$ cat config.mk
export PLATFORM = sky130hd
export DESIGN_NAME = dcs_top
export DESIGN_NICKNAME = d
export VERILOG_FILES = /design/src/design/dcs_pkg.sv /design/src/design/dcs_compander.sv /design/src/design/dcs_top.sv
export VERILOG_INCLUDE_DIRS = /design/src /design/src/design
export SDC_FILE = /design/constraint.sdc
export NUM_CORES = 1
export LEC_CHECK = 0
export BUFFER_PORTS_ARGS = -buffer_cell sky130_fd_sc_hd__buf_2
export CAP_MARGIN = 10
export CELL_PAD_IN_SITES_DETAIL_PLACEMENT = 1
export CELL_PAD_IN_SITES_GLOBAL_PLACEMENT = 2
export CORE_UTILIZATION = 32
export DETAILED_ROUTE_END_ITERATION = 12
export GPL_TIMING_DRIVEN = 1
export PLACE_DENSITY_LB_ADDON = 0.1
export SETUP_SLACK_MARGIN = 0.3
export SYNTH_ARGS = -nofsm -noshare
export SYNTH_HDL_FRONTEND = slang
export SYNTH_SLANG_ARGS = --single-unit
$ cat constraint.sdc
create_clock -name clk_sys_i -period 6.3 [get_ports clk_sys_i]
set_input_delay 0.315 -clock clk_sys_i [delete_from_list [all_inputs] [get_ports clk_sys_i]]
set_output_delay 0.315 -clock clk_sys_i [all_outputs]
set_load 0.01 [all_outputs]
$ cat src/design/dcs_consts.svh
// Purpose: Constants of the dual codec serial compander
// Assumes: 100 MHz system clock drives all logic
// Notes: Offsets, bit positions, reset values and counts
`ifndef DCS_CONSTS_SVH
`define DCS_CONSTS_SVH

// ****************************************************************
// Port offsets
// ****************************************************************
`define DCS_PORT_LOW 1'h0
`define DCS_PORT_HIGH 1'h1

// ****************************************************************
// Low half bit positions
// ****************************************************************
`define DCS_B_FLAGS_LSB 0
`define DCS_B_MASK_LSB 4
`define DCS_B_PORT1_CFG 8
`define DCS_B_EXT_FRAME 9
`define DCS_B_XF 10
`define DCS_B_SERIAL_EN 11
`define DCS_B_ENC_EN 12
`define DCS_B_DEC_EN 13
`define DCS_B_LAW 14
`define DCS_B_SCLK_IN 15

// ****************************************************************
// High half bit positions (relative to bit 16)
// ****************************************************************
`define DCS_B_MOD_LSB 0
`define DCS_B_PRE_LSB 8
`define DCS_B_FR_WIDE 12
`define DCS_B_TWOS 13

// ****************************************************************
// Reset values and counts
// ****************************************************************
`define DCS_LOW_RESET 16'h0000
`define DCS_HIGH_RESET 16'h0000
`define DCS_FR_NARROW 4'h1
`define DCS_FR_WIDE_CYC 4'h8
`define DCS_SAMPLE_BITS 4'h8
`define DCS_MU_BIAS 13'h0021
`define DCS_MU_MAX 13'h1fff

// Prescale codes and half ratios (ratio / 2)
`define DCS_PRE_C0 4'h0
`define DCS_PRE_C1 4'h1
`define DCS_PRE_C2 4'h2
`define DCS_PRE_C4 4'h4
`define DCS_PRE_C8 4'h8
`define DCS_PRE_C9 4'h9
`define DCS_PRE_CA 4'ha
`define DCS_PRE_CC 4'hc
`define DCS_HALF_32 5'h10
`define DCS_HALF_28 5'h0e
`define DCS_HALF_24 5'h0c
`define DCS_HALF_20 5'h0a
`define DCS_HALF_16 5'h08
`define DCS_HALF_14 5'h07
`define DCS_HALF_12 5'h06
`define DCS_HALF_10 5'h05

`endif

$ cat src/design/dcs_pkg.sv
// Purpose: Types of the dual codec serial compander
// Assumes: Nothing beyond the constants header
// Notes: Shift engine states are Gray coded
package dcs_pkg;
	typedef enum logic [1:0] {
		DCS_ST_IDLE = 2'b00,
		DCS_ST_SHIFT = 2'b01,
		DCS_ST_LAST = 2'b11
	} dcs_shift_state_t;

	typedef enum logic {
		DCS_LAW_MU = 1'b0,
		DCS_LAW_A = 1'b1
	} dcs_law_t;
endpackage

$ cat src/design/dcs_compander.sv
// Purpose: Combinational mu-law and A-law encoder and decoder
// Assumes: 14-bit linear input, 8-bit log code
// Notes: Two's-complement mode biases mu-law internally
`timescale 1ns/1ps
`default_nettype none
`include "dcs_consts.svh"

module dcs_compander (
	input wire dcs_pkg::dcs_law_t law_i,
	input wire logic twos_i,
	input wire logic [13:0] enc_in_i,
	output logic [7:0] enc_o,
	input wire logic [7:0] dec_in_i,
	output logic [15:0] dec_o
);
	import dcs_pkg::*;

	logic neg;
	logic [13:0] abs_v;
	logic [12:0] mag;
	logic [12:0] mu_mag;
	logic [2:0] seg;
	logic [3:0] mant;
	logic [7:0] dcode;
	logic [2:0] dseg;
	logic [3:0] dmant;
	logic [13:0] lin;
	logic [13:0] sm_out;

	// ****************************************************************
	// Encoder
	// ****************************************************************
	always_comb begin
		neg = enc_in_i[13];
		abs_v = twos_i ? (neg ? 14'(-enc_in_i) : enc_in_i)
			: {1'b0, enc_in_i[12:0]};
		mag = abs_v[13] ? `DCS_MU_MAX : abs_v[12:0];
		seg = 3'h0;
		mant = 4'h0;
		mu_mag = mag;
		if (twos_i && law_i == DCS_LAW_MU) begin
			mu_mag = (mag > 13'(`DCS_MU_MAX - `DCS_MU_BIAS)) ? `DCS_MU_MAX
				: 13'(mag + `DCS_MU_BIAS);
		end
		if (law_i == DCS_LAW_MU) begin
			for (int i = 5; i <= 12; i++) begin
				if (mu_mag[i]) begin
					seg = 3'(i - 5);
				end
			end
			mant = 4'(mu_mag >> (4'(seg) + 4'h1));
			enc_o = {~neg, ~seg, ~mant};
		end else begin
			if (mag[12]) begin
				mag = 13'h0fff;
			end
			for (int i = 5; i <= 11; i++) begin
				if (mag[i]) begin
					seg = 3'(i - 4);
				end
			end
			mant = (seg == 3'h0) ? mag[4:1] : 4'(mag >> seg);
			enc_o = {~neg, seg, mant} ^ 8'h55;
		end
	end

	// ****************************************************************
	// Decoder
	// ****************************************************************
	always_comb begin
		dcode = (law_i == DCS_LAW_MU) ? ~dec_in_i : (dec_in_i ^ 8'h55);
		dseg = dcode[6:4];
		dmant = dcode[3:0];
		if (law_i == DCS_LAW_MU) begin
			lin = 14'(((({10'h0, dmant} << 1) + 14'h0021) << dseg)
				- 14'h0021);
		end else if (dseg == 3'h0) begin
			lin = 14'(({10'h0, dmant} << 1) + 14'h0001);
		end else begin
			lin = 14'((({10'h0, dmant} << 1) + 14'h0021)
				<< (dseg - 3'h1));
		end
		// Code bit 7 set means positive in both laws
		sm_out = {~dec_in_i[7], lin[12:0]};
		if (twos_i) begin
			dec_o = dec_in_i[7] ? {2'b00, lin} : 16'(-{2'b00, lin});
		end else begin
			dec_o = {2'b00, sm_out};
		end
	end
endmodule // dcs_compander
`default_nettype wire

$ cat src/design/dcs_top.sv
// Purpose: Dual codec serial port with prescaler, frame counter, compander
// Assumes: Port bus and pins synchronous to clk_sys_i
// Notes: Read data appears one cycle after io_rd_i
// Operation
// 32-bit control register; low 16 bits on port 0 steer irq, serial, companding.
// Port 1 reaches high control bits, serial channels or compander by configuration.
// Four maskable interrupt sources: external, internal frame, tx frame, rx frame.
// Masked interrupt flags stay readable for polling.
// Two 8-bit receive and two 8-bit transmit registers on port 1.
// Serial shifting MSB first; internal or external framing selectable.
// With serial clock as input, outside party drives it and timing follows it.
// With serial clock as output, system clock divided by prescale field.
// Internal frame pulse made by dividing serial clock with frame modulus.
// Law select bit picks mu-law or A-law.
// Software biases sign-magnitude mu-law samples by 33; none in two's-complement.
// Reset gives sign-magnitude; bit 29 selects two's-complement.
// Serial encoder compresses linear sample to 8-bit sign-magnitude log code.
// Encoded byte loads transmit register, shifts out on next active frame.
// Decoder expands 8-bit log code from receive register to linear.
// Parallel mode disables serial registers; port 1 goes via compander when bit 12 or 13 is set, else the word is stored raw.
// Parallel encode: 14-bit write encoded, result read back from port 1.
// Parallel decode: 8-bit write expanded, result on next port 1 read.
// Software leaves one instruction between port 1 write and read.
// Frame rate is serial clock over modulus plus 2.
// Prescale codes divide by 32,28,24,20,16,14,12,10.
// Bit 11 clear selects parallel companding; set selects serial mode.
// Writing 1 to flag bits 0-3 clears them; bits 4-7 are masks.
`timescale 1ns/1ps
`default_nettype none
`include "dcs_consts.svh"

module dcs_top (
	input wire logic clk_sys_i,
	input wire logic rstn_i,
	input wire logic io_wr_i,
	input wire logic io_rd_i,
	input wire logic io_port_i,
	input wire logic [15:0] io_wdata_i,
	output logic [15:0] io_rdata_o,
	output logic io_rvalid_o,
	output logic irq_o,
	input wire logic external_interrupt_in_i,
	input wire logic external_transmit_frame_i,
	input wire logic external_receive_frame_i,
	input wire logic [1:0] serial_receive_lines_i,
	output logic [1:0] serial_transmit_lines_o,
	input wire logic sclk_i,
	output logic sclk_o,
	output logic sclk_oe_o,
	output logic internal_frame_pulse_o,
	output logic external_flag_output_o
);
	import dcs_pkg::*;

	logic [15:0] lo_q;
	logic [15:0] hi_q;
	logic [3:0] flag_q;
	logic [3:0] src_prev_q;
	logic [3:0] src_now;
	logic [4:0] pre_cnt_q;
	logic [4:0] pre_half;
	logic sclk_int_q;
	logic sclk_in_q;
	logic sclk_in_prev_q;
	logic s_rise;
	logic s_fall;
	logic [8:0] fcnt_q;
	logic [3:0] fr_left_q;
	logic [8:0] fcnt_d;
	logic tx_frame;
	logic rx_frame;
	logic tx_fprev_q;
	logic rx_fprev_q;
	logic [7:0] tx_reg_q [2];
	logic [7:0] rx_reg_q [2];
	logic [7:0] tx_sh_q [2];
	logic [7:0] rx_sh_q [2];
	logic [1:0] txo_q;
	dcs_shift_state_t tx_st_q;
	logic [3:0] tx_cnt_q;
	logic rx_busy_q;
	logic [3:0] rx_cnt_q;
	logic wr_ch_q;
	logic rd_ch_q;
	logic [15:0] par_q;
	logic [7:0] enc;
	logic [7:0] dec_in;
	logic [15:0] dec;
	logic wr0;
	logic wr1;
	logic rd1;
	logic p1_regs;
	logic ser_mode;

	assign wr0 = io_wr_i && io_port_i == `DCS_PORT_LOW;
	assign wr1 = io_wr_i && io_port_i == `DCS_PORT_HIGH;
	assign rd1 = io_rd_i && io_port_i == `DCS_PORT_HIGH;
	assign p1_regs = lo_q[`DCS_B_PORT1_CFG];
	assign ser_mode = lo_q[`DCS_B_SERIAL_EN];

	// ****************************************************************
	// Compander
	// ****************************************************************
	assign dec_in = ser_mode ? rx_reg_q[rd_ch_q] : io_wdata_i[7:0];

	dcs_compander u_comp (
		.law_i(dcs_law_t'(lo_q[`DCS_B_LAW])),
		.twos_i(hi_q[`DCS_B_TWOS]),
		.enc_in_i(io_wdata_i[13:0]),
		.enc_o(enc),
		.dec_in_i(dec_in),
		.dec_o(dec)
	);

	// ****************************************************************
	// Control register
	// ****************************************************************
	always_ff @(posedge clk_sys_i or negedge rstn_i) begin
		if (!rstn_i) begin
			lo_q <= `DCS_LOW_RESET;
			hi_q <= `DCS_HIGH_RESET;
		end else begin
			if (wr0) begin
				lo_q <= {io_wdata_i[15:4], 4'h0};
			end
			if (wr1 && p1_regs) begin
				hi_q <= io_wdata_i;
			end
		end
	end

	// ****************************************************************
	// Interrupt flags
	// ****************************************************************
	assign src_now = {internal_frame_pulse_o, external_transmit_frame_i,
		external_receive_frame_i, external_interrupt_in_i};

	always_ff @(posedge clk_sys_i or negedge rstn_i) begin
		if (!rstn_i) begin
			src_prev_q <= 4'h0;
			flag_q <= 4'h0;
			irq_o <= 1'b0;
		end else begin
			src_prev_q <= src_now;
			// Set beats a simultaneous clear
			flag_q <= (flag_q & ~(wr0 ? io_wdata_i[3:0] : 4'h0))
				| (src_now & ~src_prev_q);
			irq_o <= |(flag_q & lo_q[7:4]);
		end
	end

	// ****************************************************************
	// Serial clock
	// ****************************************************************
	always_comb begin
		case (hi_q[11:8])
			`DCS_PRE_C1: pre_half = `DCS_HALF_28;
			`DCS_PRE_C2: pre_half = `DCS_HALF_24;
			`DCS_PRE_C4: pre_half = `DCS_HALF_20;
			`DCS_PRE_C8: pre_half = `DCS_HALF_16;
			`DCS_PRE_C9: pre_half = `DCS_HALF_14;
			`DCS_PRE_CA: pre_half = `DCS_HALF_12;
			`DCS_PRE_CC: pre_half = `DCS_HALF_10;
			default: pre_half = `DCS_HALF_32;
		endcase
	end

	always_ff @(posedge clk_sys_i or negedge rstn_i) begin
		if (!rstn_i) begin
			pre_cnt_q <= 5'h00;
			sclk_int_q <= 1'b0;
			sclk_in_q <= 1'b0;
			sclk_in_prev_q <= 1'b0;
			sclk_o <= 1'b0;
			sclk_oe_o <= 1'b0;
		end else begin
			sclk_in_q <= sclk_i;
			sclk_in_prev_q <= sclk_in_q;
			if (pre_cnt_q >= 5'(pre_half - 5'h01)) begin
				pre_cnt_q <= 5'h00;
				sclk_int_q <= ~sclk_int_q;
			end else begin
				pre_cnt_q <= pre_cnt_q + 5'h01;
			end
			sclk_o <= sclk_int_q;
			sclk_oe_o <= ~lo_q[`DCS_B_SCLK_IN];
		end
	end

	always_comb begin
		if (lo_q[`DCS_B_SCLK_IN]) begin
			s_rise = sclk_in_q && !sclk_in_prev_q;
			s_fall = !sclk_in_q && sclk_in_prev_q;
		end else begin
			s_rise = !sclk_int_q && pre_cnt_q >= 5'(pre_half - 5'h01);
			s_fall = sclk_int_q && pre_cnt_q >= 5'(pre_half - 5'h01);
		end
	end

	// ****************************************************************
	// Frame counter
	// ****************************************************************
	assign fcnt_d = (fcnt_q >= {1'b0, hi_q[7:0]} + 9'h001) ? 9'h000
		: fcnt_q + 9'h001;

	always_ff @(posedge clk_sys_i or negedge rstn_i) begin
		if (!rstn_i) begin
			fcnt_q <= 9'h000;
			fr_left_q <= 4'h0;
			internal_frame_pulse_o <= 1'b0;
		end else if (s_rise) begin
			fcnt_q <= fcnt_d;
			if (fcnt_d == 9'h000) begin
				fr_left_q <= hi_q[`DCS_B_FR_WIDE] ? `DCS_FR_WIDE_CYC
					: `DCS_FR_NARROW;
				internal_frame_pulse_o <= 1'b1;
			end else begin
				fr_left_q <= (fr_left_q != 4'h0) ? fr_left_q - 4'h1 : 4'h0;
				internal_frame_pulse_o <= fr_left_q > 4'h1;
			end
		end
	end

	// ****************************************************************
	// Serial shifting
	// ****************************************************************
	assign tx_frame = lo_q[`DCS_B_EXT_FRAME] ? external_transmit_frame_i
		: internal_frame_pulse_o;
	assign rx_frame = lo_q[`DCS_B_EXT_FRAME] ? external_receive_frame_i
		: internal_frame_pulse_o;

	always_ff @(posedge clk_sys_i or negedge rstn_i) begin
		if (!rstn_i) begin
			tx_fprev_q <= 1'b0;
			tx_st_q <= DCS_ST_IDLE;
			tx_cnt_q <= 4'h0;
			txo_q <= 2'b00;
			tx_sh_q <= '{8'h00, 8'h00};
		end else if (s_rise) begin
			tx_fprev_q <= tx_frame;
			case (tx_st_q)
				DCS_ST_IDLE: begin
					if (ser_mode && tx_frame && !tx_fprev_q) begin
						tx_sh_q <= tx_reg_q;
						txo_q <= {tx_reg_q[1][7], tx_reg_q[0][7]};
						tx_cnt_q <= `DCS_SAMPLE_BITS - 4'h1;
						tx_st_q <= DCS_ST_SHIFT;
					end
				end
				DCS_ST_SHIFT: begin
					for (int c = 0; c < 2; c++) begin
						tx_sh_q[c] <= {tx_sh_q[c][6:0], 1'b0};
						txo_q[c] <= tx_sh_q[c][6];
					end
					tx_cnt_q <= tx_cnt_q - 4'h1;
					if (tx_cnt_q == 4'h1) begin
						tx_st_q <= DCS_ST_LAST;
					end
				end
				DCS_ST_LAST: begin
					txo_q <= 2'b00;
					tx_st_q <= DCS_ST_IDLE;
				end
				default: tx_st_q <= DCS_ST_IDLE;
			endcase
		end
	end

	always_ff @(posedge clk_sys_i or negedge rstn_i) begin
		if (!rstn_i) begin
			rx_fprev_q <= 1'b0;
			rx_busy_q <= 1'b0;
			rx_cnt_q <= 4'h0;
			rx_sh_q <= '{8'h00, 8'h00};
			rx_reg_q <= '{8'h00, 8'h00};
		end else begin
			if (s_rise) begin
				rx_fprev_q <= rx_frame;
				if (ser_mode && rx_frame && !rx_fprev_q && !rx_busy_q) begin
					rx_busy_q <= 1'b1;
					rx_cnt_q <= 4'h0;
				end
			end
			if (s_fall && rx_busy_q) begin
				for (int c = 0; c < 2; c++) begin
					rx_sh_q[c] <= {rx_sh_q[c][6:0], serial_receive_lines_i[c]};
				end
				rx_cnt_q <= rx_cnt_q + 4'h1;
				if (rx_cnt_q == `DCS_SAMPLE_BITS - 4'h1) begin
					rx_busy_q <= 1'b0;
					for (int c = 0; c < 2; c++) begin
						rx_reg_q[c] <= {rx_sh_q[c][6:0],
							serial_receive_lines_i[c]};
					end
				end
			end
		end
	end

	// ****************************************************************
	// Port 1 data path
	// ****************************************************************
	always_ff @(posedge clk_sys_i or negedge rstn_i) begin
		if (!rstn_i) begin
			tx_reg_q <= '{8'h00, 8'h00};
			wr_ch_q <= 1'b0;
			par_q <= 16'h0000;
		end else if (wr1 && !p1_regs) begin
			if (ser_mode) begin
				tx_reg_q[wr_ch_q] <= lo_q[`DCS_B_ENC_EN] ? enc
					: io_wdata_i[7:0];
				wr_ch_q <= ~wr_ch_q;
			end else if (lo_q[`DCS_B_ENC_EN]) begin
				par_q <= {8'h00, enc};
			end else if (lo_q[`DCS_B_DEC_EN]) begin
				par_q <= dec;
			end else begin
				par_q <= io_wdata_i;
			end
		end
	end

	// ****************************************************************
	// Read path
	// ****************************************************************
	always_ff @(posedge clk_sys_i or negedge rstn_i) begin
		if (!rstn_i) begin
			io_rdata_o <= 16'h0000;
			io_rvalid_o <= 1'b0;
			rd_ch_q <= 1'b0;
			serial_transmit_lines_o <= 2'b00;
			external_flag_output_o <= 1'b0;
		end else begin
			io_rvalid_o <= io_rd_i;
			serial_transmit_lines_o <= txo_q;
			external_flag_output_o <= lo_q[`DCS_B_XF];
			if (io_rd_i && !rd1) begin
				io_rdata_o <= {lo_q[15:4], flag_q};
			end else if (rd1 && p1_regs) begin
				io_rdata_o <= hi_q;
			end else if (rd1 && ser_mode) begin
				io_rdata_o <= lo_q[`DCS_B_DEC_EN] ? dec
					: {8'h00, rx_reg_q[rd_ch_q]};
				rd_ch_q <= ~rd_ch_q;
			end else if (rd1) begin
				io_rdata_o <= par_q;
			end
		end
	end
endmodule // dcs_top
`default_nettype wire

==> results.py, run 1 <==
metrics = {
    "status": {
        "outcome": "finished with violations",
        "failed_checks": "hold timing",
    },
    "yosys": {
        "yosysUniqueCellTypes": 95,
        "yosysWarnings": 0,
        "mappedNetlistNets": 1484,
        "ys_seq_area_share_pct": 35.9,
        "synth-edff-count": 0,
        "netlist_instances": 1426,
        "ys.flop_type": "dfrtp_1",
        "synth_compound_area_share_pct": 27.4,
        "synthXorXnorAreaFrac_pct": 3.46,
        "synth_area_mm2": 0.0121,
        "yosys_register_bits": 174,
        "synth_fa_ha_area_share_pct": 3.20,
        "yosys.area_share.simple_pct": 17.7,
        "synthMuxAreaShare_pct": 7.90,
        "synth_top_family_by_area": "compound AO/OA/AOI/OAI gates",
        "async_flop_share_pct": 100,
        "syn_area_per_cell_um2": 8.51,
    },
    "cells_and_area": {
        "diodes": 0,
        "fin_util_pct": 36.4,
        "syn_to_final_growth_pct": 10.9,
        "finalInstanceArea_mm2": 0.0135,
        "drive_gt1_share_pct": 14.1,
        "num-nets-final": 1489,
    },
    "clocking": {
        "cts-root-buf": "clkbuf_16",
        "post_cts_buffers": 0,
        "htreeDepth": 4,
        "clk_pin_slew_ns": 0.07,
        "cts_tree": "done",
        "clock_sinks": 174,
        "cts_buffer_depth": 2,
        "cts_buffers": 17,
        "clkLatencyLatePin_ns": 0.44,
    },
    "floorplan": {
        "die_w_um": 197,
        "num_io_pins": 51,
        "fp-row-count": 70,
        "start_util_pct": 32.8,
        "fp.coreArea_mm2": 0.0370,
        "die_h_um": 197,
        "dieArea_mm2": 0.0387,
    },
    "setup_path": {
        "worstPathCellList": "mux2i_2 -> o211a_1 -> nor2_4 -> inv_2 -> ha_1 -> ha_1 -> clkinv_1 -> ha_1 -> inv_1 -> xnor2_1 -> a2111oi_1 -> o211ai_1 -> nor4_1 -> a21oi_1 -> xnor2_1 -> mux2_2 -> a22o_1",
        "cp.required_ns": 6.62,
        "slowest_delay_ns": 0.65,
        "r2r_end": "par_q[9]",
        "cp-end-kind": "flop",
        "r2r_cells": 17,
        "crit_slowest_cell": "dfrtp_1",
        "path_max_fanout": 13,
        "criticalPathCategory": "reg -> reg",
        "rrSetupSlack_ns": 0.99,
        "arrival_ns": 5.64,
        "startpoint": "rd_ch_q",
        "cpMostUsedCell": "ha_1",
        "worstSetupStartpointType": "flop",
        "timing.rr.start": "rd_ch_q",
    },
    "global_routing": {
        "grt_pass1_wl_um": 69100,
        "grt_usage_pct": 23.1,
        "grt-ovfl-total": 0,
        "grt_pass1_vias": 11400,
        "antenna_found_initial": 1,
        "grt_max_degree": 106,
    },
    "hold_path": {
        "min_path_type": "in -> async",
    },
    "drt": {
        "drtIter0Drc": 723,
        "detailroute.via_count": 11100,
        "wl_per_cell_um": 22.3,
        "drc": 0,
        "dr.pass1.iters": 5,
        "totalWireLength_um": 43500,
        "vias_per_cell": 5.70,
        "ant_nets": 0,
    },
    "sta": {
        "max_clock_freq_ghz": 0.188,
        "setup_slack_ns": 0.985,
        "fin_crit_sh_pct": 84.4,
        "rsz0062_at_grt": "false",
        "max_slew.worst_pin.slew_ns": 1.09,
        "final_max_slew_viol_count": 0,
        "hold_viol": 14,
        "relSlewSlack_pct": 25.2,
        "finalSetupViolCount": 0,
        "fin_crit_ns": 5.31,
        "setup-tns-final_ns": 0,
        "hold_ws_ns": -0.0459,
        "finClkSkew_ns": 0.00786,
    },
    "power_and_ir_drop": {
        "vdd_drop_max_mv": 0.141,
        "power.density_mw_per_mm2": 373,
        "cellLeakagePower_uw": 0.00568,
    },
    "place": {
        "portBuffers": 50,
        "dp_hpwl_um": 32300,
        "pre_cts_ws_ns": 1.16,
        "place.gp.congestion": 0.882,
        "dpl_cell_area_mm2": 0.0129,
    },
    "flow_run": {
        "max-cap-violations": 0,
    },
}
-- what timing repair did --
action,in CTS,in global routing
hold endpoints to repair,1,0
resized for setup,0,0
hold buffers,1,0
-- registers in the layout, indices dropped and copies added (netlist names), 2 cells and up --
signal / flops
flag_q: 4
tx_reg_q: 16
fr_left_q: 4
rx_sh_q: 14
txo_q: 2
pre_cnt_q: 5
serial_transmit_lines_o: 2
tx_st_q: 2
src_prev_q: 4
rx_cnt_q: 4
tx_sh_q: 14
par_q: 16
rx_reg_q: 16
hi_q: 16
lo_q: 12
tx_cnt_q: 4
io_rdata_o: 16
fcnt_q: 9
-- cells by family after synthesis --
logic type | Yosys count
flip-flops | 174
AND/OR/NAND/NOR | 459
multiplexers | 88
AO/OA/AOI/OAI | 493
adder cells (fa/ha/maj) | 31
buffers and inverters | 133
XOR/XNOR | 48
-- cells in the final DEF, fill, tap and decap left out, types with 29 or more instances in the layout --
cell / count
dfrtp_1: 174
nand2_1: 154
o21ai_0: 150
nor2_1: 125
a21oi_1: 93
mux2_2: 50
buf_2: 49
nand3_1: 40
inv_1: 37
mux2i_1: 34
ha_1: 31
xnor2_1: 29
-- worst max path at each step --
| stage | endpoint | depth (start not counted) |
|---|---|---|
| global placement | io_rdata_o[13] | 12 |
| finish | par_q[9] | 17 |
| CTS | par_q[9] | 17 |
| global route | par_q[9] | 17 |
| detailed placement | par_q[9] | 17 |
| floorplan | par_q[9] | 20 |
-- Yosys cell counts, types with 13 or more instances --
cell,count,area share [%]
inv_1,37,1.1
a21oi_1,93,3.8
o21ai_0,150,6.2
nand2_1,154,4.8
nor2_1,126,3.9
xnor2_1,29,2.1
nand2b_1,19,0.98
xor2_1,19,1.4
o21a_1,13,0.80
and2_1,14,0.72
mux2i_1,34,2.8
o31ai_1,21,1.3
a211oi_1,15,0.93
dfrtp_1,174,36
nand3_1,40,1.6
nor3_1,29,1.2
a21o_1,16,0.99
mux2_2,50,4.6
and3_1,15,0.77
a221oi_1,13,0.94
o22ai_1,14,0.72
ha_1,31,3.2
a31oi_1,21,1.1
clkbuf_1,75,2.3
-- worst max-delay path, delay by kind of cell, from the launching register on --
family | cells | cell delay [ns]
AOI/OAI and AO/OA | 5 | 1.49
adders and majority gates | 3 | 0.80
muxes | 2 | 0.77
DFF | 1 | 0.65
buffers and inverters | 3 | 0.62
and+or+nand+nor | 2 | 0.58
xor gates and xnor gates | 2 | 0.28
-- layer usage --
metal,GRT usage (%),share of wire (%),wire length (um),vias to the layer above
met2,36.8,46,19900,224
met1,33.3,50,21600,5588
met3,2.36,2.9,1260,36
met4,5.91,1.6,692,0
met5,0,0,0,-
li1,-,-,-,5253
-- per-stage QoR --
stage	power, uW	cells
global route	5410	1948
detailed placement	3950	1915
finish	5020	1948
global placement	3910	1915
floorplan	3250	1426
CTS	5070	1948
-- cell type report --
type	count	area, um2
tap	504	631
multi-input combinational	1119	7260
clock buffer	19	433
sequential	174	4350
clock inverter	13	164
timing repair buffer	77	464
fill	4374	23500
inverter	42	158
-- power breakdown --
| group | internal, uW | leakage (uW) | switching (uW) |
|---|---|---|---|
| sequential | 1460 | 0.00215 | 318 |
| clock | 627 | 0.000288 | 469 |
| combinational | 842 | 0.00325 | 1310 |
| total | 2930 | 0.00568 | 2100 |
(Power assumes the default switching activity.)
==> run 2: changes to the inputs <==
==> constraint.sdc (replaced) <==
create_clock -name clk_sys_i -period 4.7 [get_ports clk_sys_i]
set_input_delay 0.235 -clock clk_sys_i [delete_from_list [all_inputs] [get_ports clk_sys_i]]
set_output_delay 0.235 -clock clk_sys_i [all_outputs]
set_load 0.01 [all_outputs]
==> run 2 against run 1 <==
The run now ends clean. Sequential share of layout area is 1.1 points lower. Setup slack worse by 0.48 ns. Sequential cell count stayed put. Register-to-register slack worse by 0.48 ns. Total power is 36% higher. Critical path depth is 4 lower. Clock skew is 0.0039 ns higher. Clock-buffer cell count is 1 higher.
==> results.py, run 2 (synthesis gave the netlist of run 1 again) <==
metrics = {
    "clocking": {
        "cts-root-buf": "clkbuf_16",
        "cts_buffer_depth": 2,
        "htreeDepth": 4,
        "cts_tree": "done",
        "cts_buffers": 17,
        "clk_pin_slew_ns": 0.07,
        "clkLatencyLatePin_ns": 0.44,
        "clock_sinks": 174,
    },
    "floorplan": {
        "dieArea_mm2": 0.0387,
        "die_w_um": 197,
        "die_h_um": 197,
        "fp-row-count": 70,
        "num_io_pins": 51,
        "fp.coreArea_mm2": 0.0370,
        "start_util_pct": 32.8,
    },
    "cells_and_area": {
        "fillers": 4410,
        "drive_gt1_share_pct": 17.6,
        "finalInstanceArea_mm2": 0.0139,
        "layout_common_cells": "174 x dfrtp_1, 154 x nand2_1, 150 x o21ai_0, 125 x nor2_1, 93 x a21oi_1",
        "seqCellArea_mm2": 0.00435,
        "diodes": 0,
        "syn_to_final_growth_pct": 14.9,
        "final_common_cell": "dfrtp_1",
        "fin_util_pct": 37.7,
        "num-nets-final": 1547,
        "multi_input_area_mm2": 0.00732,
    },
    "power_and_ir_drop": {
        "cellLeakagePower_uw": 0.00596,
        "vdd_drop_max_mv": 0.223,
        "power.density_mw_per_mm2": 489,
        "total_power_uw": 6820,
    },
    "sta": {
        "finalSetupViolCount": 0,
        "finClkSkew_ns": 0.0118,
        "fin_crit_ns": 4.20,
        "final_max_slew_viol_count": 0,
        "max_slew.worst_pin.slew_ns": 1.12,
        "max_clock_freq_ghz": 0.238,
        "setup_slack_ns": 0.504,
        "fin_crit_sh_pct": 89.3,
        "hold_viol": 0,
        "relSlewSlack_pct": 25.4,
        "rsz0062_at_grt": "true",
        "setup-tns-final_ns": 0,
    },
    "setup_path": {
        "worstSetupStartpointType": "flop",
        "worstPathCellList": "mux2_2 -> a21oi_1 -> buf_4 -> o21ai_0 -> a31o_2 -> a211oi_4 -> a2111oi_0 -> nand3b_1 -> nor4_2 -> a31oi_1 -> xnor2_1 -> mux2_2 -> a22o_1",
        "cp.required_ns": 5.01,
        "criticalPathCategory": "reg -> reg",
        "cpMostUsedCell": "mux2_2",
        "rrSetupSlack_ns": 0.50,
        "crit_slowest_cell": "dfrtp_1",
        "path_buf_inv": 1,
        "cp-end-kind": "flop",
        "cp_top_family": "compound AO/OA/AOI/OAI gates",
        "arrival_ns": 4.51,
        "slowest_delay_ns": 0.43,
        "path_max_fanout": 22,
    },
    "drt": {
        "totalWireLength_um": 44700,
        "drc": 0,
        "wl_per_cell_um": 22.3,
        "drtIter0Drc": 635,
        "detailroute.via_count": 11400,
        "vias_per_cell": 5.67,
        "ant_nets": 0,
        "dr.pass1.iters": 4,
    },
    "place": {
        "dpl_cell_area_mm2": 0.0132,
        "portBuffers": 50,
        "dp_hpwl_um": 33500,
        "pre_cts_ws_ns": 0.0378,
        "place.gp.congestion": 0.884,
    },
    "global_routing": {
        "grt_max_degree": 103,
        "grt-ovfl-total": 0,
        "met2_usage_pct": 37.8,
        "grt_pass1_vias": 11700,
        "busiest_layer": "met2",
        "grt_usage_pct": 23.7,
        "grt_pass1_wl_um": 70700,
        "grtUsageMet3_pct": 2.79,
        "antenna_found_initial": 0,
        "use_met1_pct": 33.9,
    },
    "hold_path": {
        "min_path_type": "in -> reg",
    },
    "status": {
        "outcome": "complete, no violations",
    },
    "flow_run": {
        "max-cap-violations": 0,
    },
}
[run 2: final timing paths]
path / start / cells past startpoint / end
min reg2reg: txo_q[0] / 0 / serial_transmit_lines_o[0]
min in group asynchronous: rstn_i / 2 / pre_cnt_q[2]
max reg2reg: rd_ch_q / 13 / par_q[10]
max in group asynchronous: rstn_i / 3 / hi_q[3]
min: serial_receive_lines_i[1] / 2 / rx_sh_q[0]
max: rd_ch_q / 13 / par_q[10]
[run 2: layer usage]
layer | vias to the layer above | routed length (um)
met5 | - | 0
met4 | 0 | 633
met3 | 40 | 1430
met2 | 217 | 20500
met1 | 5738 | 22200
li1 | 5370 | -
[run 2: final cells by class]
class	count	area share (%)
Clock inverter	12	0.789
Clock buffer	20	3.35
Multi-Input combinational cell	1119	52.5
Timing Repair Buffer	135	6.52
Tap cell	504	4.52
Inverter	42	1.13
Sequential cell	174	31.2
[run 2: power breakdown]
group          switching, uW  internal (uW)  leakage, uW
Clock                    631            775     0.000275
Combinational           1820           1230      0.00354
Sequential               409           1960      0.00215
Total                   2860           3960      0.00596
[run 2: stage by stage]
step | hold WS, ns | std cells
6_report | 0.0448 | 2006
5_1_grt | 0.0332 | 2006
4_1_cts | 0.0249 | 2005
3_5_place_dp | 0.346 | 1968
3_3_place_gp | 0.348 | 1968
2_1_floorplan | -0.0606 | 1426
[run 2: repair_timing]
| item | CTS | global route |
|---|---|---|
| pin swaps | 1 | 4 |
| hold endpoints to repair | 104 | 0 |
| buffers inserted | 0 | 1 |
| gates resized for setup | 0 | 11 |
| hold buffers | 5 | 0 |
| setup endpoints to repair | 1 | 27 |
